<file path="src/fpsa_defines.svh">
// Constants for the floating-point status and arithmetic block
`ifndef FPSA_DEFINES_SVH
`define FPSA_DEFINES_SVH
`define FPSA_ST_BUSY 7
`define FPSA_ST_SIGN 6
`define FPSA_ST_ZERO 5
`define FPSA_ST_DIVX 3
`define FPSA_ST_UNDF 2
`define FPSA_ST_OVFL 1
`define FPSA_STATUS_RESET 8'h00
`define FPSA_BIAS 8'h7F
`define FPSA_OP_ADD 2'h0
`define FPSA_OP_SUB 2'h1
`define FPSA_OP_MUL 2'h2
`define FPSA_OP_DIV 2'h3
`endif

</file>
<file path="src/fpsa_pkg.sv">
// Types for the floating-point status and arithmetic block
package fpsa_pkg;
	typedef enum {
		FPSA_IDLE,
		FPSA_ALIGN,
		FPSA_ADDSUB,
		FPSA_MUL,
		FPSA_DIV,
		FPSA_NORM,
		FPSA_ROUND,
		FPSA_DONE
	} fpsa_state_type;

	typedef struct packed {
		fpsa_state_type state;
		logic [7:0] status;
		logic sa;
		logic sb;
		logic [9:0] ea;
		logic [9:0] eb;
		logic [27:0] ma;
		logic [27:0] mb;
		logic [47:0] acc;
		logic [4:0] cnt;
		logic [1:0] op;
		logic subnorm;
		logic [31:0] result;
		logic done;
	} fpsa_regs_type;
endpackage : fpsa_pkg

</file>
<file path="src/fpsa_core.sv">
// Status word and single-precision add, subtract, multiply and divide datapath
//
// Contract
// [RQ1] Status word: busy,sign,zero,divx,underflow,overflow bits
// [RQ2] Divide exception only on zero divisor
// [RQ3] Reset clears whole status word
// [RQ4] Clear-status command zeroes status, stack untouched
// [RQ5] Busy set on issue until done
// [RQ6] New command clears bits zero to six
// [RQ7] Host trusts flags only when not busy
// [RQ8] Zero flag when top result all zeros
// [RQ9] Sign flag when top result negative
// [RQ10] Unpack sign, exponent, mantissa with hidden one
// [RQ11] Exponent coded excess 127
// [RQ12] Subtract inverts top operand sign, then adds
// [RQ13] Align smaller exponent; larger gives sign, exponent
// [RQ14] Like signs: add, shift right, overflow check
// [RQ15] Unlike signs: subtract, normalize left, underflow check
// [RQ16] Multiply by zero gives zero immediately
// [RQ17] Multiply adds unbiased exponents, checks, rebiases
// [RQ18] Product and quotient sign is sign xor
// [RQ19] Product top bit set: shift, increment, check
// [RQ20] Zero divisor raises exception; zero dividend zero
// [RQ21] Divide subtracts exponents, checks, divides, normalizes
// [RQ22] Halfway results round to even
// [RQ23] Step sequencing and cycle counts are free
`timescale 1ns/1ps
`include "fpsa_defines.svh"

module fpsa_core (
	input wire logic i_clk,                // Device clock
	input wire logic i_srst,               // Synchronous reset, active high
	input wire logic i_cmd_valid,          // Arithmetic command issue pulse
	input wire logic [1:0] i_cmd_op,       // Add, sub, mul or div
	input wire logic i_flag_wipe_command,  // Clear-status command pulse
	input wire logic [31:0] i_stack_top_operand,    // Top of stack operand
	input wire logic [31:0] i_second_stack_operand, // Next on stack operand
	output logic [7:0] o_arith_status_word,  // Status word
	output logic [31:0] o_result,            // Result for top of stack
	output logic o_result_valid,             // Result write pulse
	output logic o_cmd_ready                 // Idle, can take a command
);
	// ************************************************************
	// Helpers
	// ************************************************************
	function automatic logic is_zero_op(input logic [31:0] v);
		is_zero_op = (v[30:23] == 8'h00);
	endfunction : is_zero_op

	fpsa_pkg::fpsa_regs_type r_reg, r_next;

	// ************************************************************
	// Next state
	// ************************************************************
	always_comb begin
		logic [9:0] e;
		logic lsb, g, rb, st;
		logic [24:0] rnd;
		e = 10'h000;
		lsb = 1'b0;
		g = 1'b0;
		rb = 1'b0;
		st = 1'b0;
		rnd = 25'h0000000;
		r_next = r_reg;
		r_next.done = 1'b0;
		case (r_reg.state)
			fpsa_pkg::FPSA_IDLE: begin
				if (i_flag_wipe_command) begin
					r_next.status = `FPSA_STATUS_RESET; // see [RQ4]
				end else if (i_cmd_valid) begin
					r_next.status = 8'h80; // see [RQ5] see [RQ6]
					r_next.op = i_cmd_op;
					r_next.subnorm = 1'b0;
					// Unpack with hidden one, three guard bits below
					r_next.sa = i_stack_top_operand[31] ^
						(i_cmd_op == `FPSA_OP_SUB); // see [RQ12]
					r_next.sb = i_second_stack_operand[31];
					r_next.ea = {2'b00, i_stack_top_operand[30:23]}; // see [RQ10] see [RQ11]
					r_next.eb = {2'b00, i_second_stack_operand[30:23]};
					r_next.ma = {1'b0, 1'b1, i_stack_top_operand[22:0], 3'b000};
					r_next.mb = {1'b0, 1'b1, i_second_stack_operand[22:0], 3'b000};
					r_next.cnt = 5'h00;
					r_next.acc = 48'h000000000000;
					case (i_cmd_op)
						`FPSA_OP_MUL: begin
							if (is_zero_op(i_stack_top_operand) ||
								is_zero_op(i_second_stack_operand)) begin
								r_next.result = 32'h00000000; // see [RQ16]
								r_next.state = fpsa_pkg::FPSA_DONE;
							end else begin
								r_next.state = fpsa_pkg::FPSA_MUL;
							end
						end
						`FPSA_OP_DIV: begin
							if (is_zero_op(i_stack_top_operand)) begin
								r_next.status[`FPSA_ST_DIVX] = 1'b1; // see [RQ2] see [RQ20]
								r_next.result = i_second_stack_operand;
								r_next.state = fpsa_pkg::FPSA_DONE;
							end else if (is_zero_op(i_second_stack_operand)) begin
								r_next.result = 32'h00000000; // see [RQ20]
								r_next.state = fpsa_pkg::FPSA_DONE;
							end else begin
								r_next.state = fpsa_pkg::FPSA_DIV;
							end
						end
						default: begin
							r_next.state = fpsa_pkg::FPSA_ALIGN;
						end
					endcase
				end
			end
			fpsa_pkg::FPSA_ALIGN: begin
				// One shift per cycle, lost bits kept sticky; see [RQ23]
				if (r_reg.ea < r_reg.eb) begin // see [RQ13]
					r_next.ma = {1'b0, r_reg.ma[27:2], r_reg.ma[1] | r_reg.ma[0]};
					r_next.ea = r_reg.ea + 10'h001;
				end else if (r_reg.eb < r_reg.ea) begin
					r_next.mb = {1'b0, r_reg.mb[27:2], r_reg.mb[1] | r_reg.mb[0]};
					r_next.eb = r_reg.eb + 10'h001;
				end else begin
					r_next.state = fpsa_pkg::FPSA_ADDSUB;
				end
			end
			fpsa_pkg::FPSA_ADDSUB: begin
				r_next.state = fpsa_pkg::FPSA_NORM;
				if (r_reg.sa == r_reg.sb) begin
					r_next.ma = r_reg.ma + r_reg.mb; // see [RQ14]
				end else if (r_reg.ma >= r_reg.mb) begin
					r_next.ma = r_reg.ma - r_reg.mb; // see [RQ15]
				end else begin
					r_next.ma = r_reg.mb - r_reg.ma;
					r_next.sa = r_reg.sb;
				end
				if (r_reg.sa != r_reg.sb && r_reg.ma == r_reg.mb) begin
					r_next.result = 32'h00000000;
					r_next.state = fpsa_pkg::FPSA_DONE;
				end
			end
			fpsa_pkg::FPSA_MUL: begin
				// Unbiased sum in 10 bits; top bits judge range
				e = r_reg.ea + r_reg.eb - {2'b00, `FPSA_BIAS} - {2'b00, `FPSA_BIAS};
				r_next.sa = r_reg.sa ^ r_reg.sb; // see [RQ18]
				r_next.acc = r_reg.ma[26:3] * r_reg.mb[26:3];
				if ($signed(e) > 10'sd127) begin
					r_next.status[`FPSA_ST_OVFL] = 1'b1; // see [RQ17]
					r_next.state = fpsa_pkg::FPSA_DONE;
				end else if ($signed(e) < -10'sd126) begin
					r_next.status[`FPSA_ST_UNDF] = 1'b1;
					r_next.state = fpsa_pkg::FPSA_DONE;
				end else begin
					r_next.ea = e + {2'b00, `FPSA_BIAS};
					r_next.state = fpsa_pkg::FPSA_NORM;
				end
			end
			fpsa_pkg::FPSA_DIV: begin
				// Restoring division, one quotient bit per cycle
				if (r_reg.cnt == 5'h00) begin
					e = r_reg.eb - r_reg.ea; // see [RQ21]
					r_next.sa = r_reg.sa ^ r_reg.sb; // see [RQ18]
					if ($signed(e) > 10'sd127) begin
						r_next.status[`FPSA_ST_OVFL] = 1'b1;
						r_next.state = fpsa_pkg::FPSA_DONE;
					end else if ($signed(e) < -10'sd127) begin
						r_next.status[`FPSA_ST_UNDF] = 1'b1;
						r_next.state = fpsa_pkg::FPSA_DONE;
					end
					r_next.ea = e + {2'b00, `FPSA_BIAS};
				end
				if (r_reg.mb >= r_reg.ma) begin
					r_next.mb = (r_reg.mb - r_reg.ma) << 1;
					r_next.acc = {r_reg.acc[46:0], 1'b1};
				end else begin
					r_next.mb = r_reg.mb << 1;
					r_next.acc = {r_reg.acc[46:0], 1'b0};
				end
				r_next.cnt = r_reg.cnt + 5'h01;
				if (r_reg.cnt == 5'h1B) begin
					// Quotient plus sticky from remainder
					// Integer quotient bit lands on the hidden-one position
					r_next.ma = {1'b0, r_next.acc[27:2],
						|{r_next.acc[1:0], (r_next.mb != 28'h0000000)}};
					r_next.state = fpsa_pkg::FPSA_NORM;
				end
			end
			fpsa_pkg::FPSA_NORM: begin
				if (r_reg.op == `FPSA_OP_MUL) begin
					// Product of two 1.x values into 1.x with guard bits
					if (r_reg.acc[47]) begin // see [RQ19]
						r_next.ma = {1'b0, r_reg.acc[47:22], |r_reg.acc[21:0]};
						r_next.ea = r_reg.ea + 10'h001;
					end else begin
						r_next.ma = {1'b0, r_reg.acc[46:21], |r_reg.acc[20:0]};
					end
					r_next.op = `FPSA_OP_ADD;
				end else if (r_reg.ma[27]) begin
					r_next.ma = {1'b0, r_reg.ma[27:2], r_reg.ma[1] | r_reg.ma[0]}; // see [RQ14]
					r_next.ea = r_reg.ea + 10'h001;
				end else if (!r_reg.ma[26]) begin
					r_next.ma = r_reg.ma << 1; // see [RQ15] see [RQ21]
					r_next.ea = r_reg.ea - 10'h001;
					r_next.subnorm = 1'b1;
				end else begin
					r_next.state = fpsa_pkg::FPSA_ROUND;
				end
			end
			fpsa_pkg::FPSA_ROUND: begin
				lsb = r_reg.ma[3];
				g = r_reg.ma[2];
				rb = r_reg.ma[1];
				st = r_reg.ma[0];
				// Round to nearest, ties to even
				rnd = {1'b0, r_reg.ma[26:3]} +
					{24'h000000, g & (rb | st | lsb)}; // see [RQ22]
				e = r_reg.ea;
				if (rnd[24]) begin
					rnd = {1'b0, rnd[24:1]};
					e = e + 10'h001;
				end
				if ($signed(e) > 10'sd254) begin
					r_next.status[`FPSA_ST_OVFL] = 1'b1; // see [RQ14] see [RQ19]
				end else if ($signed(e) < 10'sd1) begin
					r_next.status[`FPSA_ST_UNDF] = 1'b1; // see [RQ15] see [RQ21]
				end
				r_next.result = {r_reg.sa, e[7:0], rnd[22:0]};
				r_next.state = fpsa_pkg::FPSA_DONE;
			end
			fpsa_pkg::FPSA_DONE: begin
				r_next.status[`FPSA_ST_BUSY] = 1'b0; // see [RQ5]
				r_next.status[`FPSA_ST_ZERO] = (r_reg.result == 32'h00000000); // see [RQ8]
				r_next.status[`FPSA_ST_SIGN] = r_reg.result[31]; // see [RQ9]
				r_next.done = 1'b1;
				r_next.state = fpsa_pkg::FPSA_IDLE;
			end
			default: begin
				r_next.state = fpsa_pkg::FPSA_IDLE;
			end
		endcase
	end

	// ************************************************************
	// State register
	// ************************************************************
	always_ff @(posedge i_clk) begin
		if (i_srst) begin
			r_reg <= '0; // see [RQ3]
			r_reg.state <= fpsa_pkg::FPSA_IDLE;
		end else begin
			r_reg <= r_next;
		end
	end

	assign o_arith_status_word = r_reg.status; // see [RQ1] see [RQ7]
	assign o_result = r_reg.result;
	assign o_result_valid = r_reg.done;
	assign o_cmd_ready = (r_reg.state == fpsa_pkg::FPSA_IDLE);
endmodule : fpsa_core

</file>
<file path="config.mk">
export PLATFORM = sky130hd
export DESIGN_NAME = fpsa_core
export DESIGN_NICKNAME = d
export VERILOG_FILES = /design/src/fpsa_pkg.sv /design/src/fpsa_core.sv
export VERILOG_INCLUDE_DIRS = /design/src
export SDC_FILE = /design/constraint.sdc
export NUM_CORES = 2
export LEC_CHECK = 0
export BUFFER_PORTS_ARGS = -buffer_cell sky130_fd_sc_hd__buf_4
export CELL_PAD_IN_SITES_DETAIL_PLACEMENT = 1
export CELL_PAD_IN_SITES_GLOBAL_PLACEMENT = 1
export CORE_MARGIN = 2
export CORE_UTILIZATION = 35
export DETAILED_ROUTE_END_ITERATION = 16
export PLACE_DENSITY_LB_ADDON = 0.1
export SLEW_MARGIN = 30
export SYNTH_ARGS = -nofsm -noshare
export SYNTH_HDL_FRONTEND = slang
export SYNTH_SLANG_ARGS = --single-unit
</file>
<file path="constraint.sdc">
create_clock -name i_clk -period 10.37 [get_ports i_clk]
set_input_delay 1.037 -clock i_clk [delete_from_list [all_inputs] [get_ports i_clk]]
set_output_delay 1.037 -clock i_clk [all_outputs]
set_load 0.02 [all_outputs]
</file>
==> out/metrics.cfg <==
[drt]
route.detailed.drc = 0
vias_per_cell = 5.91
ant_nets = 0
routed_wirelength_mm = 171
drt-wirelength-per-cell_um = 30.4
drtIter0Drc = 3160
vias = 33300
dr.pass1.iters = 6

[run]
drv_cap = 0

[global_routing]
grt_max_degree = 71
groute.usage.overall = 0.335
grt-ovfl-total = 0
antenna_found_initial = 3
grt_pass1_wl_mm = 247
grt_pass1_vias = 34400

[setup_path]
r2r_cells = 24
worst_setup_path_end_kind = register
crit_family = adder cells
path_depth = 24
cp-start-kind = register
path_buf_inv = 5
cp_slowest_cell = clkinv_1
worstPathCellList = clkinv_1 -> nor2_1 -> fa_1 -> fa_1 -> inv_1 -> fa_1 -> inv_1 -> fa_1 -> fa_1 -> fa_1 -> inv_1 -> fa_1 -> inv_1 -> ha_1 -> nand2_1 -> nor3_1 -> o311a_1 -> nor4_1 -> o31ai_1 -> a41oi_1 -> o21ai_1 -> a311oi_1 -> xor2_1 -> o22ai_1
required_ns = 10.74
critPathKind = reg -> reg
max_stage_delay_ns = 0.81
critical_path_arrival_ns = 9.53
cpMostUsedCell = fa_1
crit_fanout = 19

[floorplanning]
placementRows = 115
die_y_um = 319
dieArea_mm2 = 0.101
start_util = 0.352
io_pins = 112
core_mm2 = 0.0983
chipWidth_um = 319

[pwr]
p_total_mw = 10.8
pwr_density_cell_mw_per_mm2 = 290
leakage_nw = 16.4
ir_drop_mv = 0.208
p_int_mw = 4.00
pwr-share-comb = 0.841
p_sw_mw = 6.78
seqPwrFrac = 0.094
switching_share = 0.629
pwr-share-clk = 0.065

[timing]
skew_ns = 0.0151
fin_setup_tns_ns = 0
setup_viol = 0
worstMarginPinSlew_ns = 1.04
period_minus_slack_ns = 9.15
hold-worst-slack_ns = 0.485
rsz0062_at_grt = false
maxSlewViolCount = 0
relSlewSlack = 0.302
period_share = 0.883
fmax_mhz = 109
hold_viol = 0

[synthesis]
yosysUniqueCellTypes = 84
ys_seq_elements = 175
synth_edf_count = 0
synth_top_area_share = 0.282
async_flop_share = 0
synth_top_flop_cell = dfxtp_1
synthesis.area_mm2 = 0.0346
yosysTopAreaCell = fa_1
yosysMostFrequentCell = inv_1
synth_seq_area_share = 0.101
avgSynthCellArea_um2 = 7.85
netlist_instances = 4408
yosysWarnings = 0
yosys-top-cells-count = 676 x inv_1, 544 x nor2_1, 487 x fa_1
synth.area.top_cells = fa_1 28%, ha_1 11%, dfxtp_1 10%

[worst_hold_path]
worst_hold_path_type = reg -> reg
whs_path_depth = 2

[finish]
largest_register_ffs = 136
final_net_count = 5170
multi_input_area_mm2 = 0.0272
syn2layout_area_growth_pct = 7.46
drive_above_1_share = 0.0706
ff_latch_area_mm2 = 0.00351
fin_cells = 5624
nFillCells = 12000

[clock_network]
post_cts_resized = 0
clk_pin_slew_ns = 0.08
cts_max_level = 4
cts_tree = yes
post-cts-setup-buffers = 0
clock-root-buffer = clkbuf_16
cts.sinks = 175
cts_hold_buf = 0
cts_made_buffers = 17
clock_latency_ns = 0.52
clockBufferDepth = 2

[placement]
dp_cells = 5589
port_buffers = 109
place.gp.congestion = 0.964
hpwl_mm = 134

[status]
outcome = complete, no violations

## cells by family (layout without fill, tap and decap cells)
kind of cell / after synthesis / after routing / synth area share
DFF: 175 / 175 / 0.101
buffers and inverters: 1022 / 948 / 0.116
muxes: 56 / 56 / 0.0164
xor gates and xnor gates: 153 / 153 / 0.0387
and+or+nand+nor: 1355 / 1355 / 0.169
AOI/OAI and AO/OA: 868 / 868 / 0.172
adders and majority gates: 778 / 778 / 0.387
other: 1 / 4 / 0.000108
## worst min-delay path: stages (launching register included)
cell     delay, ns
dfxtp_1       0.32
nand3_1       0.06
a21oi_1       0.06
## through the flow
| stage | worst slack, ns | util | cell area, um2 |
|---|---|---|---|
| 2_1_floorplan | 3.15 | - | 34600 |
| 3_3_place_gp | 1.48 | 0.372 | 36600 |
| 3_5_place_dp | 1.39 | 0.373 | 36600 |
| 4_1_cts | 1.36 | 0.378 | 37200 |
| 5_1_grt | 0.846 | 0.379 | 37200 |
| 6_report | 1.22 | 0.379 | 37200 |
## power groups by stage
stage               clock network [mW]  registers, mW  logic, mW
floorplan                            0          0.898       5.59
global placement                     0           1.02       8.87
detailed placement                   0           1.02       8.86
CTS                              0.714           1.00       8.94
global route                     0.729           1.03       9.70
finish                           0.700           1.02       9.06
## routing by layer
metal / part of all wire / up-vias / GRT usage
met2: 0.46 / 1413 / 0.538
li1: - / 14300 / -
met4: 0.050 / 0 / 0.151
met3: 0.077 / 311 / 0.0619
met5: 0 / - / 0
met1: 0.42 / 17200 / 0.436
## layout by cell type, fill, tap and decap left out, drive strengths merged, types with 41 or more instances in the layout
master / count
ha: 291
mux2i: 51
xor2: 43
xnor2: 110
inv: 687
a21oi: 183
nor3: 64
nor4: 41
nand4: 49
fa: 487
nand2: 458
dfxtp: 175
a211oi: 67
nand3: 88
o21ai: 157
a221oi: 67
nor2: 544
a21o: 48
buf: 225
a22oi: 46
## final timing paths
check | startpoint | endpoint | slack (ns)
worst max-delay path | r_reg[100]$_SDFFE_PP0P_ | r_reg[87]$_SDFFE_PP0P_ | 1.22
worst min-delay path | o_arith_status_word[7]$_SDFFE_PP0P_ | o_arith_status_word[7]$_SDFFE_PP0P_ | 0.48
worst max register to register | r_reg[100]$_SDFFE_PP0P_ | r_reg[87]$_SDFFE_PP0P_ | 1.22
worst min register to register | o_arith_status_word[7]$_SDFFE_PP0P_ | o_arith_status_word[7]$_SDFFE_PP0P_ | 0.48
## final cells by class
type | count | share of cell area
clock inverter | 14 | 0.00370
inverter | 691 | 0.0697
sequential | 175 | 0.0943
antenna | 2 | 0.000135
multi-input combinational | 3212 | 0.732
tap | 1287 | 0.0433
timing repair buffer | 225 | 0.0456
clock buffer | 18 | 0.0118
Power figures use the tool's default switching activity.
